--- src/include/srdc_pkg.sv ---
// Shared constants, states and carrier types of the serial chain host controller
package srdc_pkg;

    // ------------------------------------------------------------
    // Frame layout and device command codes
    // ------------------------------------------------------------
    localparam int unsigned     CHAIN_MAX    = 4;        // Deepest chain the frame buffer holds
    localparam logic [6:0]      FRAME_BITS   = 7'h18;    // 24 clocks per device
    localparam logic [7:0]      CMD_IDLE     = 8'h00;    // idle_command
    localparam logic [7:0]      CMD_READ     = 8'h02;    // Readback request
    localparam logic [9:0]      READ_PAD     = 10'h000;  // Ignored upper data bits
    localparam int unsigned     SEL_W        = 6;        // Width of the read select code

    // ------------------------------------------------------------
    // Serial timing: half period of the generated link clock
    // ------------------------------------------------------------
    localparam int unsigned     CLK_MHZ      = 25;
    localparam int unsigned     HALF_NS      = 160;      // Least half period, rounded up
    localparam int unsigned     HALF_CYC     = (HALF_NS * CLK_MHZ + 999) / 1000;
    localparam logic [3:0]      HALF_LAST    = 4'(HALF_CYC - 1);

    // ------------------------------------------------------------
    // Controller register map (byte addresses, low address byte)
    // ------------------------------------------------------------
    localparam logic [7:0]      OFS_CTRL     = 8'h00;    // start, readback, chain length
    localparam logic [7:0]      OFS_STAT     = 8'h04;    // busy, done (write 1 clears)
    localparam logic [7:0]      OFS_TX0      = 8'h10;    // Outgoing word per device
    localparam logic [7:0]      OFS_RX0      = 8'h20;    // Returned word per device
    localparam int unsigned     CTRL_START   = 0;
    localparam int unsigned     CTRL_RDBK    = 1;
    localparam int unsigned     CTRL_LEN_LO  = 2;
    localparam int unsigned     STAT_BUSY    = 0;
    localparam int unsigned     STAT_DONE    = 1;
    localparam logic [1:0]      HTRANS_NSEQ  = 2'h2;

    // Sequencer states, Gray coded along the frame path
    typedef enum logic [2:0] {
        SRDC_IDLE  = 3'h0,
        SRDC_LOAD  = 3'h1,
        SRDC_LOW   = 3'h3,
        SRDC_HIGH  = 3'h2,
        SRDC_LATCH = 3'h6,
        SRDC_GAP   = 3'h7
    } srdc_state_t;

    // AHB-Lite request group as seen by the slave
    typedef struct packed {
        logic        sel;
        logic [31:0] addr;
        logic [1:0]  trans;
        logic        write;
        logic [2:0]  size;
        logic [31:0] wdata;
        logic        ready;
    } srdc_ahb_t;

    // Pins driven toward the converter chain
    typedef struct packed {
        logic sclk;
        logic mosi;
        logic latch;
    } srdc_pins_t;

endpackage : srdc_pkg

--- src/hdl/srdc_host.sv ---
// Host controller that frames and shifts commands into a chain of serial converters
//
// The implementer's own choices: the placing of the registers and the AHB-Lite interface to the registers.
`timescale 1ns/1ps

module srdc_host (
    input  wire logic        CLK,
    input  wire logic        RST_N,
    input  wire logic        HSEL,
    input  wire logic [31:0] HADDR,
    input  wire logic [1:0]  HTRANS,
    input  wire logic        HWRITE,
    input  wire logic [2:0]  HSIZE,
    input  wire logic [31:0] HWDATA,
    input  wire logic        HREADY,
    output logic             HREADYOUT,
    output logic             HRESP,
    output logic [31:0]      HRDATA,
    output logic             SER_CLK,
    output logic             SER_DOUT,
    output logic             SER_LATCH,
    input  wire logic        SER_DIN
);

    // ------------------------------------------------------------
    // State record
    // ------------------------------------------------------------
    typedef struct packed {
        logic                        wr_pend;   // Write data phase pending
        logic [7:0]                  wr_addr;   // Latched write address
        logic [31:0]                 rdata;     // Read data for the data phase
        logic                        readback;  // Two-frame readback sequence
        logic [1:0]                  len_m1;    // Devices in chain minus one
        logic                        done;      // Sticky sequence complete
        logic [3:0][23:0]            tx;        // Outgoing words, index 0 nearest
        logic [3:0][23:0]            rx;        // Returned words, index 0 nearest
        srdc_pkg::srdc_state_t       state;
        logic [3:0]                  tmr;       // Half period timer
        logic [6:0]                  bits;      // Clocks issued in this frame
        logic                        second;    // Now sending the idle frame
        logic [95:0]                 shreg;     // Outgoing frame, MSB leaves first
        logic [3:0][23:0]            rxsh;      // Incoming bits, last bit lowest
        srdc_pkg::srdc_pins_t        pins;
        logic [1:0]                  din_sync;  // Two-flop synchroniser on SER_DIN
    } srdc_regs_t;

    srdc_regs_t        s_r;
    srdc_regs_t        s_nxt;
    srdc_pkg::srdc_ahb_t bus;
    logic [6:0]        frame_len;
    logic              addr_ok;
    logic              start_req;

    // ------------------------------------------------------------
    // Frame helpers
    // ------------------------------------------------------------

    // Places the farthest device's word at the top of the frame
    function automatic logic [95:0] srdc_pack(input logic [3:0][23:0] w,
                                              input logic [1:0]       len_m1);
        logic [95:0] flat;
        flat = w;
        srdc_pack = flat << (7'(2'h3 - len_m1) * srdc_pkg::FRAME_BITS);
    endfunction : srdc_pack

    // Builds one read request word from the select code in a TX word
    function automatic logic [23:0] srdc_rdreq(input logic [23:0] w);
        srdc_rdreq = {srdc_pkg::CMD_READ, srdc_pkg::READ_PAD,
                      w[srdc_pkg::SEL_W-1:0]};
    endfunction : srdc_rdreq

    // Register read multiplexer, unmapped offsets read as zero
    function automatic logic [31:0] srdc_rd(input srdc_regs_t s, input logic [7:0] a);
        logic [31:0] v;
        v = 32'h0000_0000;
        if (a == srdc_pkg::OFS_CTRL) begin
            v[srdc_pkg::CTRL_RDBK]                     = s.readback;
            v[srdc_pkg::CTRL_LEN_LO+1:srdc_pkg::CTRL_LEN_LO] = s.len_m1;
        end else if (a == srdc_pkg::OFS_STAT) begin
            v[srdc_pkg::STAT_BUSY] = (s.state != srdc_pkg::SRDC_IDLE);
            v[srdc_pkg::STAT_DONE] = s.done;
        end else if (a[7:4] == srdc_pkg::OFS_TX0[7:4]) begin
            v[23:0] = s.tx[a[3:2]];
        end else if (a[7:4] == srdc_pkg::OFS_RX0[7:4]) begin
            v[23:0] = s.rx[a[3:2]];
        end
        srdc_rd = v;
    endfunction : srdc_rd

    // ------------------------------------------------------------
    // Bus group and derived terms
    // ------------------------------------------------------------

    // Gather the bus request; low address byte decodes, word aligned
    assign bus       = '{HSEL, HADDR, HTRANS, HWRITE, HSIZE, HWDATA, HREADY};
    assign addr_ok   = bus.sel && bus.ready && bus.trans == srdc_pkg::HTRANS_NSEQ;
    assign frame_len = 7'(({5'h00, s_r.len_m1} + 7'h01) * srdc_pkg::FRAME_BITS);

    // Start is honoured only from idle; a start while busy is dropped
    assign start_req = s_r.wr_pend && s_r.wr_addr == srdc_pkg::OFS_CTRL
                       && bus.wdata[srdc_pkg::CTRL_START]
                       && s_r.state == srdc_pkg::SRDC_IDLE;

    // ------------------------------------------------------------
    // Next state
    // ------------------------------------------------------------
    always_comb begin
        s_nxt = s_r;

        // Synchroniser: first flop feeds only the second
        s_nxt.din_sync = {s_r.din_sync[0], SER_DIN};

        // Address phase: capture write target, prepare read data
        s_nxt.wr_pend = 1'b0;
        if (addr_ok) begin
            s_nxt.wr_pend = bus.write;
            s_nxt.wr_addr = {bus.addr[7:2], 2'h0};
            if (!bus.write) begin
                s_nxt.rdata = srdc_rd(s_r, {bus.addr[7:2], 2'h0});
            end
        end

        // Data phase of a write; mode bits are frozen while a sequence runs
        if (s_r.wr_pend) begin
            if (s_r.wr_addr == srdc_pkg::OFS_CTRL) begin
                if (s_r.state == srdc_pkg::SRDC_IDLE) begin
                    s_nxt.readback = bus.wdata[srdc_pkg::CTRL_RDBK];
                    s_nxt.len_m1   = bus.wdata[srdc_pkg::CTRL_LEN_LO+1:srdc_pkg::CTRL_LEN_LO];
                end
            end else if (s_r.wr_addr == srdc_pkg::OFS_STAT) begin
                if (bus.wdata[srdc_pkg::STAT_DONE]) begin
                    s_nxt.done = 1'b0;
                end
            end else if (s_r.wr_addr[7:4] == srdc_pkg::OFS_TX0[7:4]) begin
                s_nxt.tx[s_r.wr_addr[3:2]] = bus.wdata[23:0];
            end
        end

        // Frame sequencer
        case (s_r.state)
            srdc_pkg::SRDC_IDLE: begin
                s_nxt.pins = '0;
                if (start_req) begin
                    s_nxt.second = 1'b0;
                    s_nxt.state  = srdc_pkg::SRDC_LOAD;
                end
            end
            srdc_pkg::SRDC_LOAD: begin
                // Readback sends requests then idle words; plain mode sends raw words
                if (s_r.second) begin
                    s_nxt.shreg = '0;
                end else if (s_r.readback) begin
                    s_nxt.shreg = srdc_pack({srdc_rdreq(s_r.tx[3]), srdc_rdreq(s_r.tx[2]),
                                             srdc_rdreq(s_r.tx[1]), srdc_rdreq(s_r.tx[0])},
                                            s_r.len_m1);
                end else begin
                    s_nxt.shreg = srdc_pack(s_r.tx, s_r.len_m1);
                end
                s_nxt.pins.mosi  = s_nxt.shreg[95];
                s_nxt.pins.sclk  = 1'b0;
                s_nxt.pins.latch = 1'b0;
                s_nxt.bits       = 7'h00;
                s_nxt.tmr        = 4'h0;
                s_nxt.state      = srdc_pkg::SRDC_LOW;
            end
            srdc_pkg::SRDC_LOW: begin
                s_nxt.tmr = s_r.tmr + 4'h1;
                if (s_r.tmr == srdc_pkg::HALF_LAST) begin
                    // Rising edge: device takes our bit, we take its bit
                    s_nxt.pins.sclk = 1'b1;
                    s_nxt.rxsh      = {s_r.rxsh[3][22:0], s_r.rxsh[2:0], s_r.din_sync[1]};
                    s_nxt.tmr       = 4'h0;
                    s_nxt.state     = srdc_pkg::SRDC_HIGH;
                end
            end
            srdc_pkg::SRDC_HIGH: begin
                s_nxt.tmr = s_r.tmr + 4'h1;
                if (s_r.tmr == srdc_pkg::HALF_LAST) begin
                    // Falling edge: present the next bit while the clock is low
                    s_nxt.pins.sclk = 1'b0;
                    s_nxt.shreg     = {s_r.shreg[94:0], 1'b0};
                    s_nxt.pins.mosi = s_r.shreg[94];
                    s_nxt.bits      = s_r.bits + 7'h01;
                    s_nxt.tmr       = 4'h0;
                    if (s_r.bits + 7'h01 == frame_len) begin
                        // Latch only after the last clock of an exact burst
                        s_nxt.pins.mosi  = 1'b0;
                        s_nxt.pins.latch = 1'b1;
                        s_nxt.state      = srdc_pkg::SRDC_LATCH;
                    end else begin
                        s_nxt.state = srdc_pkg::SRDC_LOW;
                    end
                end
            end
            srdc_pkg::SRDC_LATCH: begin
                // Latch high commits every device in the chain together
                s_nxt.tmr = s_r.tmr + 4'h1;
                if (s_r.tmr == srdc_pkg::HALF_LAST) begin
                    s_nxt.pins.latch = 1'b0;
                    s_nxt.tmr        = 4'h0;
                    s_nxt.state      = srdc_pkg::SRDC_GAP;
                end
            end
            srdc_pkg::SRDC_GAP: begin
                // Clock is stopped here; gated bursts are legal for the device
                s_nxt.tmr = s_r.tmr + 4'h1;
                if (s_r.tmr == srdc_pkg::HALF_LAST) begin
                    s_nxt.tmr = 4'h0;
                    if (s_r.readback && !s_r.second) begin
                        s_nxt.second = 1'b1;
                        s_nxt.state  = srdc_pkg::SRDC_LOAD;
                    end else begin
                        // Plain frames return what the chain held before
                        s_nxt.rx    = s_r.rxsh;
                        s_nxt.state = srdc_pkg::SRDC_IDLE;
                    end
                end
            end
            default: begin
                s_nxt.pins  = '0;
                s_nxt.state = srdc_pkg::SRDC_IDLE;
            end
        endcase

        // Completion set placed last so it wins over a same-cycle clear
        if (s_r.state == srdc_pkg::SRDC_GAP && s_r.tmr == srdc_pkg::HALF_LAST
            && !(s_r.readback && !s_r.second)) begin
            s_nxt.done = 1'b1;
        end
    end

    // ------------------------------------------------------------
    // State register
    // ------------------------------------------------------------

    // Asynchronous reset loads constants only
    always_ff @(posedge CLK or negedge RST_N) begin
        if (!RST_N) begin
            s_r       <= '0;
            s_r.state <= srdc_pkg::SRDC_IDLE;
        end else begin
            s_r <= s_nxt;
        end
    end

    // ------------------------------------------------------------
    // Outputs
    // ------------------------------------------------------------

    // Zero wait states, always OKAY
    assign HREADYOUT = 1'b1;
    assign HRESP     = 1'b0;
    assign HRDATA    = s_r.rdata;
    assign SER_CLK   = s_r.pins.sclk;
    assign SER_DOUT  = s_r.pins.mosi;
    assign SER_LATCH = s_r.pins.latch;

endmodule : srdc_host

--- config.mk ---
export PLATFORM = sky130hd
export DESIGN_NAME = srdc_host
export DESIGN_NICKNAME = d
export VERILOG_FILES = /design/src/include/srdc_pkg.sv /design/src/hdl/srdc_host.sv
export SDC_FILE = /design/constraint.sdc
export NUM_CORES = 1
export LEC_CHECK = 0
export BUFFER_PORTS_ARGS = -buffer_cell sky130_fd_sc_hd__buf_2
export CORE_MARGIN = 8
export CORE_UTILIZATION = 50
export CTS_CLUSTER_DIAMETER = 150
export DETAILED_ROUTE_END_ITERATION = 16
export GPL_TIMING_DRIVEN = 1
export PLACE_DENSITY = 0.65
export SETUP_SLACK_MARGIN = 0.5
export SLEW_MARGIN = 20
export SYNTH_ARGS = -nofsm -noshare
export SYNTH_HDL_FRONTEND = slang
export SYNTH_SLANG_ARGS = --single-unit
export TNS_END_PERCENT = 1
--- constraint.sdc ---
create_clock -name CLK -period 7.6 [get_ports CLK]
set_input_delay 1.52 -clock CLK [delete_from_list [all_inputs] [get_ports CLK]]
set_output_delay 1.52 -clock CLK [all_outputs]
set_load 0.02 [all_outputs]
# Word level (Yosys, flattened, before mapping)
# Index checks and enable logic that the tools add are counted.
[op_classes] addsub=4 n_mul=2 div_mod_pow=0 order_cmp=3 eq_ne=21 shifts=2 n_mux=48 n_bitwise=7 n_reduce_logical=36
[ops] cell="2-to-1 mux 96 bit" n=4
[ops] cell="2-to-1 mux 97 bit" n=2
[ops] cell="one-hot mux 95 bit (2 select lines)" n=1
[ops] cell="2-to-1 mux 24 bit" n=6
[ops] cell="binary-select mux 24 bit (select 2 bit)" n=2
[ops] cell="bitwise mux 96 bit" n=1
[ops] cell="<< shifter 90 x 7 -> 96 bit" n=1
[ops] cell="<< shifter 96 x 7 -> 96 bit" n=1
[ops] cell="2-to-1 mux 95 bit" n=1
[ops] cell="demux 24 bit (select 2 bit)" n=1
[ops] cell="2-to-1 mux 41 bit" n=1
[ops] cell="2-to-1 mux 22 bit" n=1
[ops] cell="2-to-1 mux 7 bit" n=3
[ops] cell="2-to-1 mux 20 bit" n=1
[ops] cell="one-hot mux 4 bit (5 select lines)" n=1
[ops] cell="one-hot mux 3 bit (6 select lines)" n=1
[ops] cell="AND reduction 4 bit" n=4
[ops] cell="2-to-1 mux 14 bit" n=1
[ops] cell="inequality test 2 bit (second input constant)" n=7
[ops] cell="one-hot mux 7 bit (2 select lines)" n=1
[ops] cell="equality test 6 x 1 -> 1 bit (second input constant)" n=2
[ops] cell="2-to-1 mux 3 bit" n=4
[ops] cell="2-to-1 mux 1 bit" n=10
[ops] cell="nonzero test 2 bit" n=5
[ops] cell="other kinds (32)" n=61
[word_totals] register_bits=438 latch_bits=0 mem_bits_rw=0 rom_bits=0 in_bits=75 output_inout_bits=37 wordCells=150 memories=0

# Longest topological paths before layout
[depth] ltp_word=10 depth_mapped=13

# Worst setup path after synthesis
# Ideal clock, no wire load.
[synth_timing] path_kind="input to register" startpoint="input HADDR[2]" endpoint="register s_r (netlist bit HRDATA[17])" t_arrival_ns=2.966 required_ns=7.465 setup_slack_ns=4.499 stages=6 n_path_buf=3 cell_sequence="buf_2 -> buf_2 -> buf_4 -> mux4_2 -> a22oi_1 -> o21ai_0"
[synth_via] elab_chain_cells=6
[synth_rtl] element="from (decl)" line="srdc_host.sv:10" source="input wire logic [31:0] HADDR,"
[synth_rtl] element="binary-select mux 24 bit (select 2 bit)" line="srdc_host.sv:85" source="v[23:0] = s.rx[a[3:2]];"
[synth_rtl] element="2-to-1 mux 24 bit (implied by the code)" line="srdc_host.sv:85"
[synth_rtl] element="2-to-1 mux 24 bit" line="srdc_host.sv:84" source="end else if (a[7:4] == srdc_pkg::OFS_RX0[7:4]) begin"
[synth_rtl] element="2-to-1 mux 24 bit" line="srdc_host.sv:82" source="end else if (a[7:4] == srdc_pkg::OFS_TX0[7:4]) begin"
[synth_rtl] element="2-to-1 mux 22 bit" line="srdc_host.sv:79" source="end else if (a == srdc_pkg::OFS_STAT) begin"
[synth_rtl] element="2-to-1 mux 20 bit (*)" line="srdc_host.sv:76" source="if (a == srdc_pkg::OFS_CTRL) begin"
[synth_rtl] element="to (signal assigned)" line="srdc_host.sv:242" source="s_r <= s_nxt;"
[synth_rtl] element="to (decl)" line="srdc_host.sv:47" source="srdc_regs_t s_r;"
# Mark *: on every way between the ends. The rest lies on a longest branch, timed or not. The select of a mux whose other input is x is not followed.
# A chain may end at the register's enable or synchronous reset.

# Worst setup path in the final report
[layout_timing] startpoint="register s_r[405] (netlist name)" endpoint="register s_r[154] (netlist name)"
[layout_via] elab_chain_cells=6
[layout_rtl] element="subtractor 2 x 2 -> 3 bit (*)" line="srdc_host.sv:63" source="srdc_pack = flat << (7'(2'h3 - len_m1) * srdc_pkg::FRAME_BITS);"
[layout_rtl] element="multiplier 7 x 2 -> 4 bit (*)" line="srdc_host.sv:63"
[layout_rtl] element="<< shifter 96 x 7 -> 96 bit / << shifter 90 x 7 -> 96 bit (equally long branches)" line="srdc_host.sv:63"
[layout_rtl] element="2-to-1 mux 96 bit (*)" line="srdc_host.sv:152" source="end else if (s_r.readback) begin"
[layout_rtl] element="2-to-1 mux 96 bit (*)" line="srdc_host.sv:150" source="if (s_r.second) begin"
[layout_rtl] element="one-hot mux 95 bit (2 select lines) (*)" line="srdc_host.sv:140" source="case (s_r.state)"
# Mark *: on every way between the ends. The rest lies on a longest branch, timed or not.

==> results_dict.tcl <==
set metrics [dict create \
    result_of_the_run "complete, no violations" \
    synth-async-reset-ratio 1.00 \
    synth-seq-cells 438 \
    detail_route.wirelength_um 60300 \
    ys.warnings.count 0 \
    tritoncts.num_buffers 48 \
    finalClockSkew_ns 0.0203 \
    most_repeated_cell_in_the_gate_level_netlist_after_synthesis "sky130_fd_sc_hd__dfrtp_1" \
    tritoncts "yes" \
    detailroute.via_count 15700 \
    wire_per_inst_um 24.4 \
    final_net_count 1925 \
    dp_cells 2385 \
    number_of_standard_cell_rows_in_the_floorplan 77 \
    grt_usage 0.234 \
    critical_path.cell_chain "inv_2 -> ha_4 -> buf_4 -> and2_1 -> nand2_1 -> o21ai_0 -> mux2i_1 -> o211ai_1" \
    die_width_um 228 \
    largest_cells_by_area_after_synthesis "sky130_fd_sc_hd__dfrtp_1 49%, sky130_fd_sc_hd__mux2_2 15%, sky130_fd_sc_hd__mux4_2 7.4%, sky130_fd_sc_hd__nor2_1 2.3%, sky130_fd_sc_hd__mux2i_1 2.0%" \
    ctsRootBufferMaster "sky130_fd_sc_hd__clkbuf_16" \
    hp-class "register to register" \
    placedInstanceArea_um2 22800 \
    synthesis.area_per_instance_um2 11.9 \
    crit_required_ns 8.10 \
    cts_resized 0 \
    worst_slack_ns 3.50 \
    cp-startpoint "s_r[405]$_DFFE_PN0P_" \
    fraction_of_the_cycle_the_final_worst_path_needs 0.540 \
    final-hold-violation-count 0 \
    post_cts_hold_buffer_count 0 \
    final_layout_size_suffix_gt1_frac 0.306 \
    synthDistinctLibCells 72 \
    postLayoutCoreUtil 0.554 \
    unrepaired_setup_endpoints_after_global_routing "no" \
    critPathLaunchType "register" \
    grt_pass1_vias 15800 \
    design.portCount 112 \
    synthCells 1877 \
    final_design_area_no_fill_um2 24500 \
    die_h_um 228 \
    instances_no_fill 2472 \
    critical-path-slowest-cell "sky130_fd_sc_hd__ha_4" \
    post-place-ws_ns 3.53 \
    post-synth-top-area-cell "sky130_fd_sc_hd__dfrtp_1" \
    dieArea_um2 51800 \
    cts-root-to-sink-buffers 3 \
    antenna_violations_before_repair 6 \
    initial_utilization 0.507 \
    achievable-frequency_mhz 244 \
    power.density_cell_area_nw_per_um2 208 \
    finalSetupViolCount 0 \
    synth_top_area_frac 0.489 \
    whs_ns 0.358 \
    r2r_setup_slack_ns 3.50 \
    clk_pin_slew_ns 0.06 \
    global_route_wire_length_before_repair_um 94500 \
    total_of_max_cap_violations 0 \
    timing.critical_path.to_type "register" \
    synth-main-ff-cell "sky130_fd_sc_hd__dfrtp_1" \
    postCtsSetupBuffers 0 \
    final-max-slew-violation-count 0 \
    synth-edff-count 0 \
    r2r-start "s_r[405]$_DFFE_PN0P_" \
    initial_drt_pass_iterations 5 \
    nFillCells 3696 \
    pin_count_of_the_biggest_net_entering_global_routing 172 \
    critical_path_class "register to register" \
    gpl.final_weighted_congestion 0.947 \
    fp.coreArea_um2 44200 \
    post_drt_via_cell_ratio 6.34 \
    maximum_level_of_the_cts_h_tree 2 \
    netlist_area_um2 22400 \
    detail_route.iter0.violations 1635 \
    r2r_cells 8 \
    worst_ep_arrival_time_ns 4.61 \
    timing.critical_path.slowest_cell_delay_ns 0.81 \
    areaGrowthSynthToFinish_pct 9.33 \
    worst_skew_pair.late_latency_ns 0.60 \
    cp-endpoint "s_r[154]$_DFFE_PN0P_" \
    slew_headroom 0.208 \
    overflow 0 \
    clock_sink_count 438 \
    setup-tns-final_ns 0 \
    peakVddDrop_uv 199 \
    critical_path.reg2reg.endpoint "s_r[154]$_DFFE_PN0P_" \
    design_power_total_mw 5.08 \
    worst-path-max-fanout 47 \
    buffer_ports.inserted 64 \
    lkg_pwr_nw 11.1 \
    drc 0 \
    tightestPinTransition_ns 1.18 \
    synth_sequential_area_ratio 0.489 \
    synth_commonest_cells "438 x sky130_fd_sc_hd__dfrtp_1, 305 x sky130_fd_sc_hd__mux2_2, 137 x sky130_fd_sc_hd__nor2_1" \
    postRouteAntennaNets 0 \
    hpwl_um 40100 \
    post-route-min-period_ns 4.10 \
]
-- metal layers --
layer,track usage,vias up,share of wire
li1,-,6861,-
met1,0.319,8096,0.43
met2,0.365,544,0.46
met3,0.0438,159,0.065
met4,0.0998,8,0.043
met5,0,-,0.00081
-- area by class of cell --
| class | instances | area [µm²] | area share |
|---|---|---|---|
| well taps | 592 | 741 | 0.0302 |
| multi-input cells | 1250 | 10500 | 0.429 |
| clock inverters | 13 | 236 | 0.00966 |
| flip-flops and latches | 438 | 11000 | 0.448 |
| diodes | 2 | 5.00 | 0.000204 |
| repair buffers | 91 | 561 | 0.0229 |
| clock buffers | 72 | 1430 | 0.0584 |
| inverters | 14 | 52.6 | 0.00215 |
-- cells in the final DEF, fill, tap and decap left out, types with 11 or more instances in the layout --
cell type	synthesis	final
sky130_fd_sc_hd__a221oi_1	45	45
sky130_fd_sc_hd__dfrtp_1	438	436
sky130_fd_sc_hd__o22ai_1	27	27
sky130_fd_sc_hd__mux2_2	305	305
sky130_fd_sc_hd__a31oi_1	11	11
sky130_fd_sc_hd__mux2i_1	44	44
sky130_fd_sc_hd__nand3_1	45	45
sky130_fd_sc_hd__a21oi_1	51	51
sky130_fd_sc_hd__buf_2	75	62
sky130_fd_sc_hd__and3_1	17	16
sky130_fd_sc_hd__nor3_1	20	18
sky130_fd_sc_hd__mux4_2	74	74
sky130_fd_sc_hd__nor2b_1	24	24
sky130_fd_sc_hd__o211ai_1	22	22
sky130_fd_sc_hd__o21ai_0	80	80
sky130_fd_sc_hd__inv_1	13	13
sky130_fd_sc_hd__nor2_1	137	137
sky130_fd_sc_hd__a22oi_1	49	49
sky130_fd_sc_hd__clkbuf_8	0	14
sky130_fd_sc_hd__nand2b_1	15	14
sky130_fd_sc_hd__clkbuf_16	0	48
sky130_fd_sc_hd__a22o_1	24	24
sky130_fd_sc_hd__nand2_1	111	111
sky130_fd_sc_hd__buf_4	45	26
-- critical path: cells and delay by family (launching register included) --
family | cells | cell delay, ns
adders and majority gates | 1 | 0.81
buffers and inverters | 2 | 1.00
muxes | 1 | 0.19
and+or+nand+nor | 2 | 0.64
AOI/OAI and AO/OA | 2 | 0.51
DFF | 1 | 0.78
-- where the power goes --
group / leakage [nW] / total (mW) / switching (mW) / internal [mW]
clock: 0.810 / 2.43 / 0.982 / 1.44
sequential: 5.88 / 2.43 / 0.0589 / 2.37
combinational: 4.39 / 0.226 / 0.135 / 0.0904
-- worst min path at each step --
| stage | slack (ns) | cells past startpoint | endpoint | startpoint |
|---|---|---|---|---|
| final | 0.36 | 0 | s_r[1]$_DFF_PN0_ | s_nxt[1]$_DFF_PN0_ |
| after global routing | 0.37 | 0 | s_r[1]$_DFF_PN0_ | s_nxt[1]$_DFF_PN0_ |
| after CTS | 0.36 | 0 | s_r[1]$_DFF_PN0_ | s_nxt[1]$_DFF_PN0_ |
| after detailed placement | 0.34 | 0 | s_r[1]$_DFF_PN0_ | s_nxt[1]$_DFF_PN0_ |
| after global placement | 0.34 | 0 | s_r[1]$_DFF_PN0_ | s_nxt[1]$_DFF_PN0_ |
| after floorplan | 0.33 | 0 | s_r[1]$_DFF_PN0_ | s_nxt[1]$_DFF_PN0_ |
-- cells by family after synthesis --
| kind of cell | after synthesis | share of synthesized area |
|---|---|---|
| DFF | 438 | 0.489 |
| muxes | 423 | 0.247 |
| and+or+nand+nor | 416 | 0.0880 |
| AOI/OAI and AO/OA | 382 | 0.120 |
| buffers and inverters | 197 | 0.0468 |
| xor gates and xnor gates | 12 | 0.00469 |
| adders and majority gates | 7 | 0.00391 |
| other | 2 | 0.000335 |
(Power assumes the default switching activity.)
